File: src/core/exec_pkg.sv
// constants, types and behaviour notes for the branch, bit and flag executor
// Notes on behaviour
// RULE1: the generic flag branches test the flag picked by the select field and jump to pc+k+1 when it is one (set form) or zero (clear form).
// RULE2: the equal and not-equal branches jump to pc+k+1 on zero flag one or zero, else fall through, leaving all flags alone.
// RULE3: carry-set and lower jump on carry one, carry-clear and same-or-higher jump on carry zero, with no flag altered.
// RULE4: the minus branch jumps on negative one and the plus branch on negative zero, flags untouched.
// RULE5: the signed greater-or-equal branch jumps when negative xor overflow is zero, the signed less-than branch when it is one.
// RULE6: the half-carry branches jump on half-carry one (set form) or zero (clear form).
// RULE7: the transfer-bit branches jump on the t flag one (set form) or zero (clear form).
// RULE8: the overflow branches jump on the overflow flag one (set form) or zero (clear form).
// RULE9: the interrupt-state branches jump on the global interrupt enable being one or zero.
// RULE10: io bit set and clear force bit b of io register p to one or zero in two cycles, no flag touched.
// RULE11: logical shifts insert zero, rotates insert the old carry and load carry from the bit shifted out, in one cycle.
// RULE12: the arithmetic right shift keeps the sign bit, updates zero, carry, negative and overflow, in one cycle.
// RULE13: the flag instructions set or clear exactly one chosen flag, named or picked by index, in one cycle.
// RULE14: the global interrupt enable and disable instructions set or clear the interrupt flag in one cycle.
// RULE15: the bit-store instruction copies bit b of the source operand into the t flag in one cycle, nothing else.
// RULE16: the bit-load instruction writes the t flag into bit b of the destination in one cycle, flags unchanged.
// RULE17: the offset k is signed two's complement; a branch takes one cycle when not taken and two when taken.
package exec_pkg;
  localparam int   DATA_WIDTH       = 8;
  localparam int   OFFSET_WIDTH     = 7;
  localparam int   IO_ADDR_WIDTH    = 5;
  localparam int   PC_WIDTH_DEFAULT = 16;
  localparam logic [7:0] FLAGS_RESET = 8'h00;
  localparam logic [2:0] FLAG_C     = 3'h0;
  localparam logic [2:0] FLAG_Z     = 3'h1;
  localparam logic [2:0] FLAG_N     = 3'h2;
  localparam logic [2:0] FLAG_V     = 3'h3;
  localparam logic [2:0] FLAG_S     = 3'h4;
  localparam logic [2:0] FLAG_H     = 3'h5;
  localparam logic [2:0] FLAG_T     = 3'h6;
  localparam logic [2:0] FLAG_I     = 3'h7;

  typedef enum logic [5:0] {
    OP_NOP,
    OP_BRANCH_FLAG_SET, OP_BRANCH_FLAG_CLEAR,
    OP_BRANCH_EQUAL, OP_BRANCH_NOT_EQUAL,
    OP_BRANCH_CARRY_SET, OP_BRANCH_CARRY_CLEAR,
    OP_BRANCH_SAME_HIGHER, OP_BRANCH_LOWER,
    OP_BRANCH_MINUS, OP_BRANCH_PLUS,
    OP_BRANCH_GE_SIGNED, OP_BRANCH_LT_SIGNED,
    OP_BRANCH_HALF_CARRY_SET, OP_BRANCH_HALF_CARRY_CLEAR,
    OP_BRANCH_TRANSFER_SET, OP_BRANCH_TRANSFER_CLEAR,
    OP_BRANCH_OVERFLOW_SET, OP_BRANCH_OVERFLOW_CLEAR,
    OP_BRANCH_IRQ_ENABLED, OP_BRANCH_IRQ_DISABLED,
    OP_IO_BIT_SET, OP_IO_BIT_CLEAR,
    OP_LOGICAL_SHIFT_LEFT, OP_LOGICAL_SHIFT_RIGHT,
    OP_ROTATE_LEFT_CARRY, OP_ROTATE_RIGHT_CARRY, OP_ARITH_SHIFT_RIGHT,
    OP_FLAG_SET_INDEXED, OP_FLAG_CLEAR_INDEXED,
    OP_BIT_TO_TRANSFER_FLAG, OP_TRANSFER_FLAG_TO_BIT,
    OP_CARRY_SET_OP, OP_CARRY_CLEAR_OP,
    OP_NEGATIVE_SET_OP, OP_NEGATIVE_CLEAR_OP,
    OP_ZERO_SET_OP, OP_ZERO_CLEAR_OP,
    OP_GLOBAL_IRQ_ENABLE, OP_GLOBAL_IRQ_DISABLE,
    OP_SIGNED_SET_OP, OP_SIGNED_CLEAR_OP,
    OP_OVERFLOW_SET_OP, OP_OVERFLOW_CLEAR_OP,
    OP_TRANSFER_FLAG_SET_OP, OP_TRANSFER_FLAG_CLEAR_OP,
    OP_HALF_CARRY_SET_OP, OP_HALF_CARRY_CLEAR_OP
  } exec_op_t;

  typedef struct packed {
    exec_op_t                  op;
    logic [2:0]                sel;
    logic [OFFSET_WIDTH-1:0]   offset;
    logic [DATA_WIDTH-1:0]     operand;
    logic [IO_ADDR_WIDTH-1:0]  io_addr;
  } exec_cmd_t;

  typedef enum logic [1:0] {
    ST_IDLE,
    ST_BRANCH_TAKEN,
    ST_IO_MODIFY
  } exec_state_t;
endpackage

File: src/core/branch_bit_flag_exec.sv
// executor for flag branches, io bit ops, shifts and status flag ops
`timescale 1ns/1ns
module branch_bit_flag_exec
  import exec_pkg::*;
#(
  parameter int PC_WIDTH = PC_WIDTH_DEFAULT
) (
  input  wire logic                     CLOCK,
  input  wire logic                     RST,
  input  wire logic                     CMD_VALID,
  input  wire exec_cmd_t                CMD,
  output logic                          CMD_READY,
  input  wire logic [DATA_WIDTH-1:0]    IO_RDATA,
  output logic [IO_ADDR_WIDTH-1:0]      IO_ADDR,
  output logic                          IO_RE,
  output logic [DATA_WIDTH-1:0]         IO_WDATA,
  output logic                          IO_WE,
  output logic [DATA_WIDTH-1:0]         RESULT,
  output logic                          RESULT_WE,
  output logic                          DONE,
  output logic [PC_WIDTH-1:0]           PC,
  output logic [7:0]                    FLAGS
);

  exec_state_t               state_reg;
  exec_state_t               state_next;
  exec_cmd_t                 cmd_reg;
  exec_cmd_t                 cmd_next;
  logic [PC_WIDTH-1:0]       pc_reg;
  logic [PC_WIDTH-1:0]       pc_next;
  logic [7:0]                flag_reg;
  logic [7:0]                flag_next;
  logic [DATA_WIDTH-1:0]     result_reg;
  logic [DATA_WIDTH-1:0]     result_next;
  logic                      result_we_reg;
  logic                      result_we_next;
  logic                      done_reg;
  logic                      done_next;
  logic [IO_ADDR_WIDTH-1:0]  io_addr_reg;
  logic [IO_ADDR_WIDTH-1:0]  io_addr_next;
  logic                      io_re_reg;
  logic                      io_re_next;
  logic [DATA_WIDTH-1:0]     io_wdata_reg;
  logic [DATA_WIDTH-1:0]     io_wdata_next;
  logic                      io_we_reg;
  logic                      io_we_next;

  logic                      accept;
  logic                      is_branch;
  logic                      taken;
  logic [2:0]                flag_idx;
  logic                      flag_val;
  logic [PC_WIDTH-1:0]       pc_seq;
  logic [PC_WIDTH-1:0]       pc_target;
  logic [DATA_WIDTH-1:0]     shift_res;
  logic                      shift_c;
  logic                      is_shift;
  logic                      flag_set;

  assign accept    = CMD_VALID && (state_reg == ST_IDLE);
  assign CMD_READY = (state_reg == ST_IDLE);
  assign pc_seq    = pc_reg + PC_WIDTH'(1);
  // offset sign-extended before the add so backward jumps wrap correctly
  assign pc_target = pc_reg + PC_WIDTH'(1)
                   + {{(PC_WIDTH-OFFSET_WIDTH){cmd_reg.offset[OFFSET_WIDTH-1]}},
                      cmd_reg.offset};                                        // [RULE17]

  // branch decode: which flag, and whether one or zero makes it jump
  always_comb begin
    is_branch = 1'b1;
    flag_idx  = FLAG_C;
    flag_set  = 1'b1;
    unique case (CMD.op)
      OP_BRANCH_FLAG_SET:         begin flag_idx = CMD.sel; flag_set = 1'b1; end // [RULE1]
      OP_BRANCH_FLAG_CLEAR:       begin flag_idx = CMD.sel; flag_set = 1'b0; end // [RULE1]
      OP_BRANCH_EQUAL:            begin flag_idx = FLAG_Z;  flag_set = 1'b1; end // [RULE2]
      OP_BRANCH_NOT_EQUAL:        begin flag_idx = FLAG_Z;  flag_set = 1'b0; end // [RULE2]
      OP_BRANCH_CARRY_SET,
      OP_BRANCH_LOWER:            begin flag_idx = FLAG_C;  flag_set = 1'b1; end // [RULE3]
      OP_BRANCH_CARRY_CLEAR,
      OP_BRANCH_SAME_HIGHER:      begin flag_idx = FLAG_C;  flag_set = 1'b0; end // [RULE3]
      OP_BRANCH_MINUS:            begin flag_idx = FLAG_N;  flag_set = 1'b1; end // [RULE4]
      OP_BRANCH_PLUS:             begin flag_idx = FLAG_N;  flag_set = 1'b0; end // [RULE4]
      OP_BRANCH_GE_SIGNED:        begin flag_idx = FLAG_S;  flag_set = 1'b0; end // [RULE5]
      OP_BRANCH_LT_SIGNED:        begin flag_idx = FLAG_S;  flag_set = 1'b1; end // [RULE5]
      OP_BRANCH_HALF_CARRY_SET:   begin flag_idx = FLAG_H;  flag_set = 1'b1; end // [RULE6]
      OP_BRANCH_HALF_CARRY_CLEAR: begin flag_idx = FLAG_H;  flag_set = 1'b0; end // [RULE6]
      OP_BRANCH_TRANSFER_SET:     begin flag_idx = FLAG_T;  flag_set = 1'b1; end // [RULE7]
      OP_BRANCH_TRANSFER_CLEAR:   begin flag_idx = FLAG_T;  flag_set = 1'b0; end // [RULE7]
      OP_BRANCH_OVERFLOW_SET:     begin flag_idx = FLAG_V;  flag_set = 1'b1; end // [RULE8]
      OP_BRANCH_OVERFLOW_CLEAR:   begin flag_idx = FLAG_V;  flag_set = 1'b0; end // [RULE8]
      OP_BRANCH_IRQ_ENABLED:      begin flag_idx = FLAG_I;  flag_set = 1'b1; end // [RULE9]
      OP_BRANCH_IRQ_DISABLED:     begin flag_idx = FLAG_I;  flag_set = 1'b0; end // [RULE9]
      default:                    is_branch = 1'b0;
    endcase
  end

  // signed branches look at n xor v directly, not the stored s bit,
  // since other units may leave s stale
  always_comb begin
    if (CMD.op == OP_BRANCH_GE_SIGNED || CMD.op == OP_BRANCH_LT_SIGNED) begin
      flag_val = flag_reg[FLAG_N] ^ flag_reg[FLAG_V];                       // [RULE5]
    end else begin
      flag_val = flag_reg[flag_idx];
    end
    taken = is_branch && (flag_val == flag_set);
  end

  // flag ops are decoded in the main process, one flag bit per op
  // shift unit, shared by all five shift forms
  always_comb begin
    is_shift  = 1'b1;
    shift_res = CMD.operand;
    shift_c   = 1'b0;
    unique case (CMD.op)
      OP_LOGICAL_SHIFT_LEFT:  begin shift_res = {CMD.operand[6:0], 1'b0};          // [RULE11]
                                    shift_c   = CMD.operand[7]; end
      OP_LOGICAL_SHIFT_RIGHT: begin shift_res = {1'b0, CMD.operand[7:1]};          // [RULE11]
                                    shift_c   = CMD.operand[0]; end
      OP_ROTATE_LEFT_CARRY:   begin shift_res = {CMD.operand[6:0], flag_reg[FLAG_C]}; // [RULE11]
                                    shift_c   = CMD.operand[7]; end
      OP_ROTATE_RIGHT_CARRY:  begin shift_res = {flag_reg[FLAG_C], CMD.operand[7:1]}; // [RULE11]
                                    shift_c   = CMD.operand[0]; end
      OP_ARITH_SHIFT_RIGHT:   begin shift_res = {CMD.operand[7], CMD.operand[7:1]};   // [RULE12]
                                    shift_c   = CMD.operand[0]; end
      default:                is_shift = 1'b0;
    endcase
  end

  // main next-state logic
  always_comb begin
    state_next     = state_reg;
    cmd_next       = cmd_reg;
    pc_next        = pc_reg;
    flag_next      = flag_reg;
    result_next    = result_reg;
    result_we_next = 1'b0;
    done_next      = 1'b0;
    io_addr_next   = io_addr_reg;
    io_re_next     = 1'b0;
    io_wdata_next  = io_wdata_reg;
    io_we_next     = 1'b0;
    unique case (state_reg)
      ST_IDLE: begin
        if (accept) begin
          cmd_next = CMD;
          if (taken) begin
            state_next = ST_BRANCH_TAKEN;                                   // [RULE17]
          end else if (CMD.op == OP_IO_BIT_SET || CMD.op == OP_IO_BIT_CLEAR) begin
            state_next   = ST_IO_MODIFY;                                    // [RULE10]
            io_addr_next = CMD.io_addr;
            io_re_next   = 1'b1;
          end else begin
            // one-cycle forms: not-taken branches fall through
            pc_next   = pc_seq;                                             // [RULE17]
            done_next = 1'b1;
            if (is_shift) begin
              result_next       = shift_res;
              result_we_next    = 1'b1;
              flag_next[FLAG_C] = shift_c;                                  // [RULE11]
              flag_next[FLAG_N] = shift_res[7];                             // [RULE12]
              flag_next[FLAG_Z] = (shift_res == 8'h00);                     // [RULE12]
              flag_next[FLAG_V] = shift_res[7] ^ shift_c;                   // [RULE12]
            end
            unique case (CMD.op)
              OP_FLAG_SET_INDEXED:       flag_next[CMD.sel] = 1'b1;         // [RULE13]
              OP_FLAG_CLEAR_INDEXED:     flag_next[CMD.sel] = 1'b0;         // [RULE13]
              OP_CARRY_SET_OP:           flag_next[FLAG_C]  = 1'b1;         // [RULE13]
              OP_CARRY_CLEAR_OP:         flag_next[FLAG_C]  = 1'b0;         // [RULE13]
              OP_NEGATIVE_SET_OP:        flag_next[FLAG_N]  = 1'b1;         // [RULE13]
              OP_NEGATIVE_CLEAR_OP:      flag_next[FLAG_N]  = 1'b0;         // [RULE13]
              OP_ZERO_SET_OP:            flag_next[FLAG_Z]  = 1'b1;         // [RULE13]
              OP_ZERO_CLEAR_OP:          flag_next[FLAG_Z]  = 1'b0;         // [RULE13]
              OP_SIGNED_SET_OP:          flag_next[FLAG_S]  = 1'b1;         // [RULE13]
              OP_SIGNED_CLEAR_OP:        flag_next[FLAG_S]  = 1'b0;         // [RULE13]
              OP_OVERFLOW_SET_OP:        flag_next[FLAG_V]  = 1'b1;         // [RULE13]
              OP_OVERFLOW_CLEAR_OP:      flag_next[FLAG_V]  = 1'b0;         // [RULE13]
              OP_TRANSFER_FLAG_SET_OP:   flag_next[FLAG_T]  = 1'b1;         // [RULE13]
              OP_TRANSFER_FLAG_CLEAR_OP: flag_next[FLAG_T]  = 1'b0;         // [RULE13]
              OP_HALF_CARRY_SET_OP:      flag_next[FLAG_H]  = 1'b1;
              OP_HALF_CARRY_CLEAR_OP:    flag_next[FLAG_H]  = 1'b0;
              OP_GLOBAL_IRQ_ENABLE:      flag_next[FLAG_I]  = 1'b1;         // [RULE14]
              OP_GLOBAL_IRQ_DISABLE:     flag_next[FLAG_I]  = 1'b0;         // [RULE14]
              OP_BIT_TO_TRANSFER_FLAG:   flag_next[FLAG_T]  = CMD.operand[CMD.sel]; // [RULE15]
              OP_TRANSFER_FLAG_TO_BIT: begin
                result_next           = CMD.operand;                        // [RULE16]
                result_next[CMD.sel]  = flag_reg[FLAG_T];                   // [RULE16]
                result_we_next        = 1'b1;
              end
              default: begin end
            endcase
          end
        end
      end
      ST_BRANCH_TAKEN: begin
        // second cycle of a taken branch; flags are never written here
        pc_next    = pc_target;                                             // [RULE1]
        done_next  = 1'b1;
        state_next = ST_IDLE;
      end
      ST_IO_MODIFY: begin
        // read-modify-write: io data must be valid while the read strobe is up
        io_wdata_next          = IO_RDATA;
        io_wdata_next[cmd_reg.sel] = (cmd_reg.op == OP_IO_BIT_SET);         // [RULE10]
        io_we_next             = 1'b1;
        pc_next                = pc_seq;
        done_next              = 1'b1;
        state_next             = ST_IDLE;
      end
    endcase
  end

  always_ff @(posedge CLOCK) begin
    if (RST) begin
      state_reg     <= ST_IDLE;
      cmd_reg       <= '0;
      pc_reg        <= '0;
      flag_reg      <= FLAGS_RESET;
      result_reg    <= '0;
      result_we_reg <= 1'b0;
      done_reg      <= 1'b0;
      io_addr_reg   <= '0;
      io_re_reg     <= 1'b0;
      io_wdata_reg  <= '0;
      io_we_reg     <= 1'b0;
    end else begin
      state_reg     <= state_next;
      cmd_reg       <= cmd_next;
      pc_reg        <= pc_next;
      flag_reg      <= flag_next;
      result_reg    <= result_next;
      result_we_reg <= result_we_next;
      done_reg      <= done_next;
      io_addr_reg   <= io_addr_next;
      io_re_reg     <= io_re_next;
      io_wdata_reg  <= io_wdata_next;
      io_we_reg     <= io_we_next;
    end
  end

  assign PC        = pc_reg;
  assign FLAGS     = flag_reg;
  assign RESULT    = result_reg;
  assign RESULT_WE = result_we_reg;
  assign DONE      = done_reg;
  assign IO_ADDR   = io_addr_reg;
  assign IO_RE     = io_re_reg;
  assign IO_WDATA  = io_wdata_reg;
  assign IO_WE     = io_we_reg;

endmodule

File: config.mk
export PLATFORM = sky130hd
export DESIGN_NAME = branch_bit_flag_exec
export DESIGN_NICKNAME = d
export VERILOG_FILES = /design/src/core/exec_pkg.sv /design/src/core/branch_bit_flag_exec.sv
export SDC_FILE = /design/constraint.sdc
export NUM_CORES = 1
export LEC_CHECK = 0
export BUFFER_PORTS_ARGS = -buffer_cell sky130_fd_sc_hd__buf_2
export CORE_ASPECT_RATIO = 0.9
export CORE_MARGIN = 8
export CORE_UTILIZATION = 57
export DETAILED_ROUTE_END_ITERATION = 16
export PLACE_DENSITY = 0.81
export SYNTH_ARGS = -nofsm -noshare
export SYNTH_HDL_FRONTEND = slang
export SYNTH_SLANG_ARGS = --single-unit
File: constraint.sdc
create_clock -name CLOCK -period 4.2 [get_ports CLOCK]
set_clock_uncertainty 0.1 [all_clocks]
set_input_delay 1.05 -clock CLOCK [delete_from_list [all_inputs] [get_ports CLOCK]]
set_output_delay 1.05 -clock CLOCK [all_outputs]
set_load 0.02 [all_outputs]
Word level (Yosys, flattened, before mapping) --
Cells that the tools add are included. W data, S select, Z words.
Word-level totals: register bits after elaboration 67, bits of input ports 40, output and inout port bits 50, word-level logic and storage cells 175
Cells by class: add/subtract/negate cells 2, order comparisons 5, equal/unequal tests 55, multiplexer cells 48, bitwise logic cells 9, reductions and logical operators 39
Operator list (number):
- $eq A6 B5 Y1 const B | 17
- $eq A6 B6 Y1 const B | 16
- $eq A6 B4 Y1 const B | 8
- $mux W16 | 3
- $pmux W16 S3 | 1
- $pmux W8 S5 | 1
- $pmux W1 S4 | 7
- $reduce_and A5 Y1 | 5
- $eq A6 B3 Y1 const B | 4
- $pmux W3 S8 | 1
- $mux W4 | 5
- $reduce_or A2 Y1 | 10
- $reduce_or A20 Y1 | 1
- $add A16 B1 Y16 const B | 1
- $add A16 B16 Y16 | 1
- $bwmux W8 | 2
- $mux W8 | 2
- $mux W1 | 15
- $eq A6 B2 Y1 const B | 2
- $lt A3 B4 Y1 const B | 3
- $reduce_bool A4 Y1 | 3
- $reduce_or A10 Y1 | 1
- $reduce_or A5 Y1 | 2
- $and A8 B8 Y8 | 1
- 29 further kinds | 46

Logic depth before layout (Yosys ltp) --
depth after elaboration 13, gate-level depth with buffers 16, mapped depth without buffers 15

Worst setup path before layout --
Ideal clock, no wire load.
kind input-to-reg, start point input CMD[26] in the netlist's numbering, end point register pc_reg[15], in the netlist PC[15], data arrival time 3766 ps, setup slack 270 ps, stages on the path 10, path buffers 1, cell sequence clkbuf_1 and2_1 a21oi_1 o21ai_2 mux4_1 mux2i_2 mux2_4 o31a_1 or4b_1 nand4_1
Between the ends: longest elaborated chain between the ends 10
Ends and longest elaborated chain:
- start: declaration | RTL line branch_bit_flag_exec.sv:11 | input wire exec_cmd_t CMD,
- $eq A6 B5 Y1 (tied with other cells) | RTL line branch_bit_flag_exec.sv:73 | unique case (CMD.op)
- $reduce_or A2 Y1 (no line)
- $pmux W3 S8 | RTL line branch_bit_flag_exec.sv:73
- $bmux W1 S3 | RTL line branch_bit_flag_exec.sv:104 | flag_val = flag_reg[flag_idx];
- $mux W1 (not written as such) | RTL line branch_bit_flag_exec.sv:104
- $mux W1 | RTL line branch_bit_flag_exec.sv:101 | if (CMD.op == OP_BRANCH_GE_SIGNED || CMD.op == OP_BRANCH_LT_SIGNED) begin
- $eq A1 B1 Y1 | RTL line branch_bit_flag_exec.sv:106 | taken = is_branch && (flag_val == flag_set);
- $logic_and A1 B1 Y1 | RTL line branch_bit_flag_exec.sv:106
- $ne A2 B2 Y1 (no line)
- $reduce_and A3 Y1 (no line) *
- end signal: assignment | RTL line branch_bit_flag_exec.sv:229 | pc_reg <= pc_next;
- end: declaration | RTL line branch_bit_flag_exec.sv:29 | logic [PC_WIDTH-1:0] pc_reg;
Every way passes the cells marked *; elsewhere a longest branch is shown, timed or not. The select of a mux whose other input is x is not followed. A chain may end at the register's enable or synchronous reset.

Final worst setup path --
start point register pc_reg[0], in the netlist PC[0], end point register pc_reg[15], in the netlist PC[15]
Between the ends: longest elaborated chain between the ends 5
Ends and longest elaborated chain:
- $add A16 B1 Y16 * | RTL line branch_bit_flag_exec.sv:62, branch_bit_flag_exec.sv:64
- parallel branches: the longest is 3 deep, another holds $add A16 B16 Y16
- $pmux W16 S3 * | RTL line branch_bit_flag_exec.sv:143 | unique case (state_reg)
Mark *: on every way between the ends. The select of a mux whose other input is x is not followed.

==> flow_summary_export.csv <==
group,metric,value,unit
synth,synthesis.nets,730,
floorplanning,die_h,105,um
clock_network,max-clock-path-buffers,2,
clock_network,cts-htree-levels,3,
floorplanning,ios,90,
layout,multi_input_area,3380,sq um
synth,synth_top_cell_area_share,27.0,%
power_and_ir_drop,peakVddDrop,0.243,mV
sta,slew_violations,0,
global_routing,grt_overflow,0,
layout,area_growth,17.6,%
floorplanning,fp.dieW,114,um
layout,register_area,1340,sq um
layout,layout-drive-gt1-share,20.5,%
clock_network,cts_buffers,9,
clock_network,clk_pin_slew,80,ps
worst_setup_path,critical_path.endpoint_type,"register",
clock_network,cts_hold_buf,0,
worst_setup_path,ff2ff_setup_slack,220,ps
global_routing,grt_pass1_wl,25400,um
layout,fin_area,5840,sq um
drt,drc_errors,0,
synth,ys_seq_area_share,27.0,%
clock_network,clk_latency,350,ps
hold_path,hp-class,"reg2reg",
sta,totalNegativeSetupSlack,0,ps
clock_network,cts.repair.resized,0,
layout,layout.nets,815,
layout,fillCellCount,756,
synth,synth_edf_count,0,
floorplanning,die-area,12000,sq um
worst_setup_path,critPathMaxFanout,7,
clock_network,cts_tree,"yes",
worst_setup_path,arrival,4160,ps
drt,ant_nets,0,
placement,placed_cell_area,5610,sq um
drt,drtPass1Iterations,5,
synth,syn_area,4960,sq um
layout,antenna_cells_inserted,0,
synth,syn_area_per_cell,7.41,sq um
synth,synth.distinct_cells,72,
flow_run,cap_violations,0,
synth,yosysWarnings,0,
global_routing,grt_usage,25.6,%
drt,num_vias,5311,
synth,ys_async_sr_fraction,0,%
sta,finalHoldViolations,0,
placement,globalplace.congestion,0.951,
synth,synthTopCellsByArea,"dfxtp_1 (27%), nand2_1 (7.0%), mux2i_1 (5.6%)",
worst_setup_path,setup.worst_path.start_class,"register",
floorplanning,start_util,58.2,%
drt,avgViaCountPerCell,6.04,
synth,yosysTopAreaCell,"dfxtp_1",
placement,io_buffers,89,
sta,maxSlewHeadroom,25.3,%
clock_network,cts_setup_buffers,0,
floorplanning,coreArea,8530,sq um
global_routing,grt_max_degree,39,
power_and_ir_drop,power,2.34,mW
placement,dp_hpwl,11600,um
worst_setup_path,path_buf_inv,1,
worst_setup_path,path_cells,"ha_1, nand3_1, nor2_1, and3_1, xor2_1, ha_1, or2_2, a21oi_1, inv_1, a311oi_1, a21oi_1, mux2i_1, or4b_1, nand4_1",
global_routing,antenna_found_initial,0,
sta,worst_pin_slew,1120,ps
power_and_ir_drop,leakage,2.49,nW
clock_network,cts_root_buffer,"clkbuf_8",
power_and_ir_drop,power-per-cell-area,402,nW/um^2
drt,routed_wl,15300,um
sta,setup_violations,0,
worst_setup_path,cp_slowest_cell,"or4b_1",
worst_setup_path,path_class,"reg2reg",
drt,drtIter0Drc,392,
sta,layout_min_cycle_time,3980,ps
sta,rsz0062_at_grt,"no",
drt,wl_per_cell,17.5,um
synth,ys.flop_type,"dfxtp_1",
outcome,outcome,"finished clean",
synth,syn_inst,670,
floorplanning,num_rows,32,
clock_network,cts.sinks,67,
sta,max_clock_freq,251,MHz
worst_setup_path,crit_path_max_incr_delay,520,ps
worst_setup_path,worstPathRequired,4390,ps
synth,synth_seq_cells,67,
worst_setup_path,cp_top_family,"simple AND/OR/NAND/NOR gates",
sta,period_share,94.7,%
global_routing,grt_pass1_vias,5306,
[final timing paths]
kind / startpoint / endpoint / cells after the start
hold / removal: cmd_reg[24] / cmd_reg[24] / 2
setup reg to reg: PC[0] / PC[15] / 14
hold reg to reg: cmd_reg[24] / cmd_reg[24] / 2
setup / recovery: PC[0] / PC[15] / 14
[logic make-up (layout without fill, tap and decap cells)]
| logic type | after synthesis | in the layout | synth area share (%) |
|---|---|---|---|
| multiplexers | 37 | 37 | 8.34 |
| AND/OR/NAND/NOR | 275 | 275 | 26.0 |
| flip-flops | 67 | 67 | 27.0 |
| adder cells (fa/ha/maj) | 20 | 20 | 5.19 |
| AO/OA/AOI/OAI | 181 | 181 | 23.4 |
| XOR/XNOR | 28 | 28 | 5.09 |
| buffers and inverters | 62 | 152 | 4.94 |
[worst reg2reg max path, stage by stage, from the launching register on]
cell	delay, ps
dfxtp_1	480
ha_1	240
nand3_1	130
nor2_1	210
and3_1	310
xor2_1	210
ha_1	310
or2_2	290
a21oi_1	140
inv_1	80
a311oi_1	470
a21oi_1	150
mux2i_1	200
or4b_1	520
nand4_1	80
[metrics by stage]
stage,setup WS (ps),hold slack (ps),cells,utilization [%]
after global placement,152,340,863,65.8
after CTS,254,365,879,68.5
after floorplan,270,332,670,-
after global routing,13.4,390,879,68.5
after detailed placement,56.5,351,863,65.8
final,221,363,879,68.5
[layout by cell type (no fill, tap or decap), types with 5 or more instances in the layout]
cell type	count
a21oi_1	52
buf_4	32
nor3_1	18
buf_2	89
nand2b_1	8
and2_1	6
a22oi_1	6
nand2_1	92
inv_1	15
dfxtp_1	67
nand3b_1	5
xor2_1	10
o21ai_0	39
a211oi_1	23
mux2_2	5
mux2i_1	28
nor2_1	73
nor2b_1	8
o22ai_1	9
clkbuf_8	9
nand4_1	6
and3_1	10
a31oi_1	7
nand3_1	25
ha_1	19
xnor2_1	17
nor3b_1	8
[routing by layer]
metal  GRT usage, %  wire [um]
met1           31.2       6640
met2           43.7       7490
met3           5.98        989
met4           7.41        232
met5              0          0
[where the power goes]
group / leakage (nW) / internal (mW) / switching [mW]
clock network: 0.113 / 0.345 / 0.285
logic: 1.84 / 0.349 / 0.538
registers: 0.546 / 0.733 / 0.0954
[cells in the mapped netlist, types with 4 or more instances]
master and number:
nand4_1 6, a211oi_1 23, a31oi_1 7, nor3b_1 8, buf_2 4, dfxtp_1 67
a21oi_1 52, nor3_1 18, xor2_1 10, ha_1 19, nand2b_1 8, nand3_1 25
mux2_2 5, o22ai_1 9, clkbuf_1 39, nand2_1 92, and2_1 6, a22oi_1 6
o21a_1 4, nand3b_1 5, o21ai_0 39, xnor2_1 17, inv_1 15, and3_1 10
nor2b_1 8, mux2i_1 28, nor2_1 73, or2_2 4
[area by class of cell]
cell class	instances	area share, %
clock inverter	7	1.80
clock buffer	9	2.12
sequential	67	23.0
inverter	15	0.964
timing repair buffer	121	11.7
tap	119	2.55
multi-input combinational	541	57.8
Power figures use the tool's default switching activity.
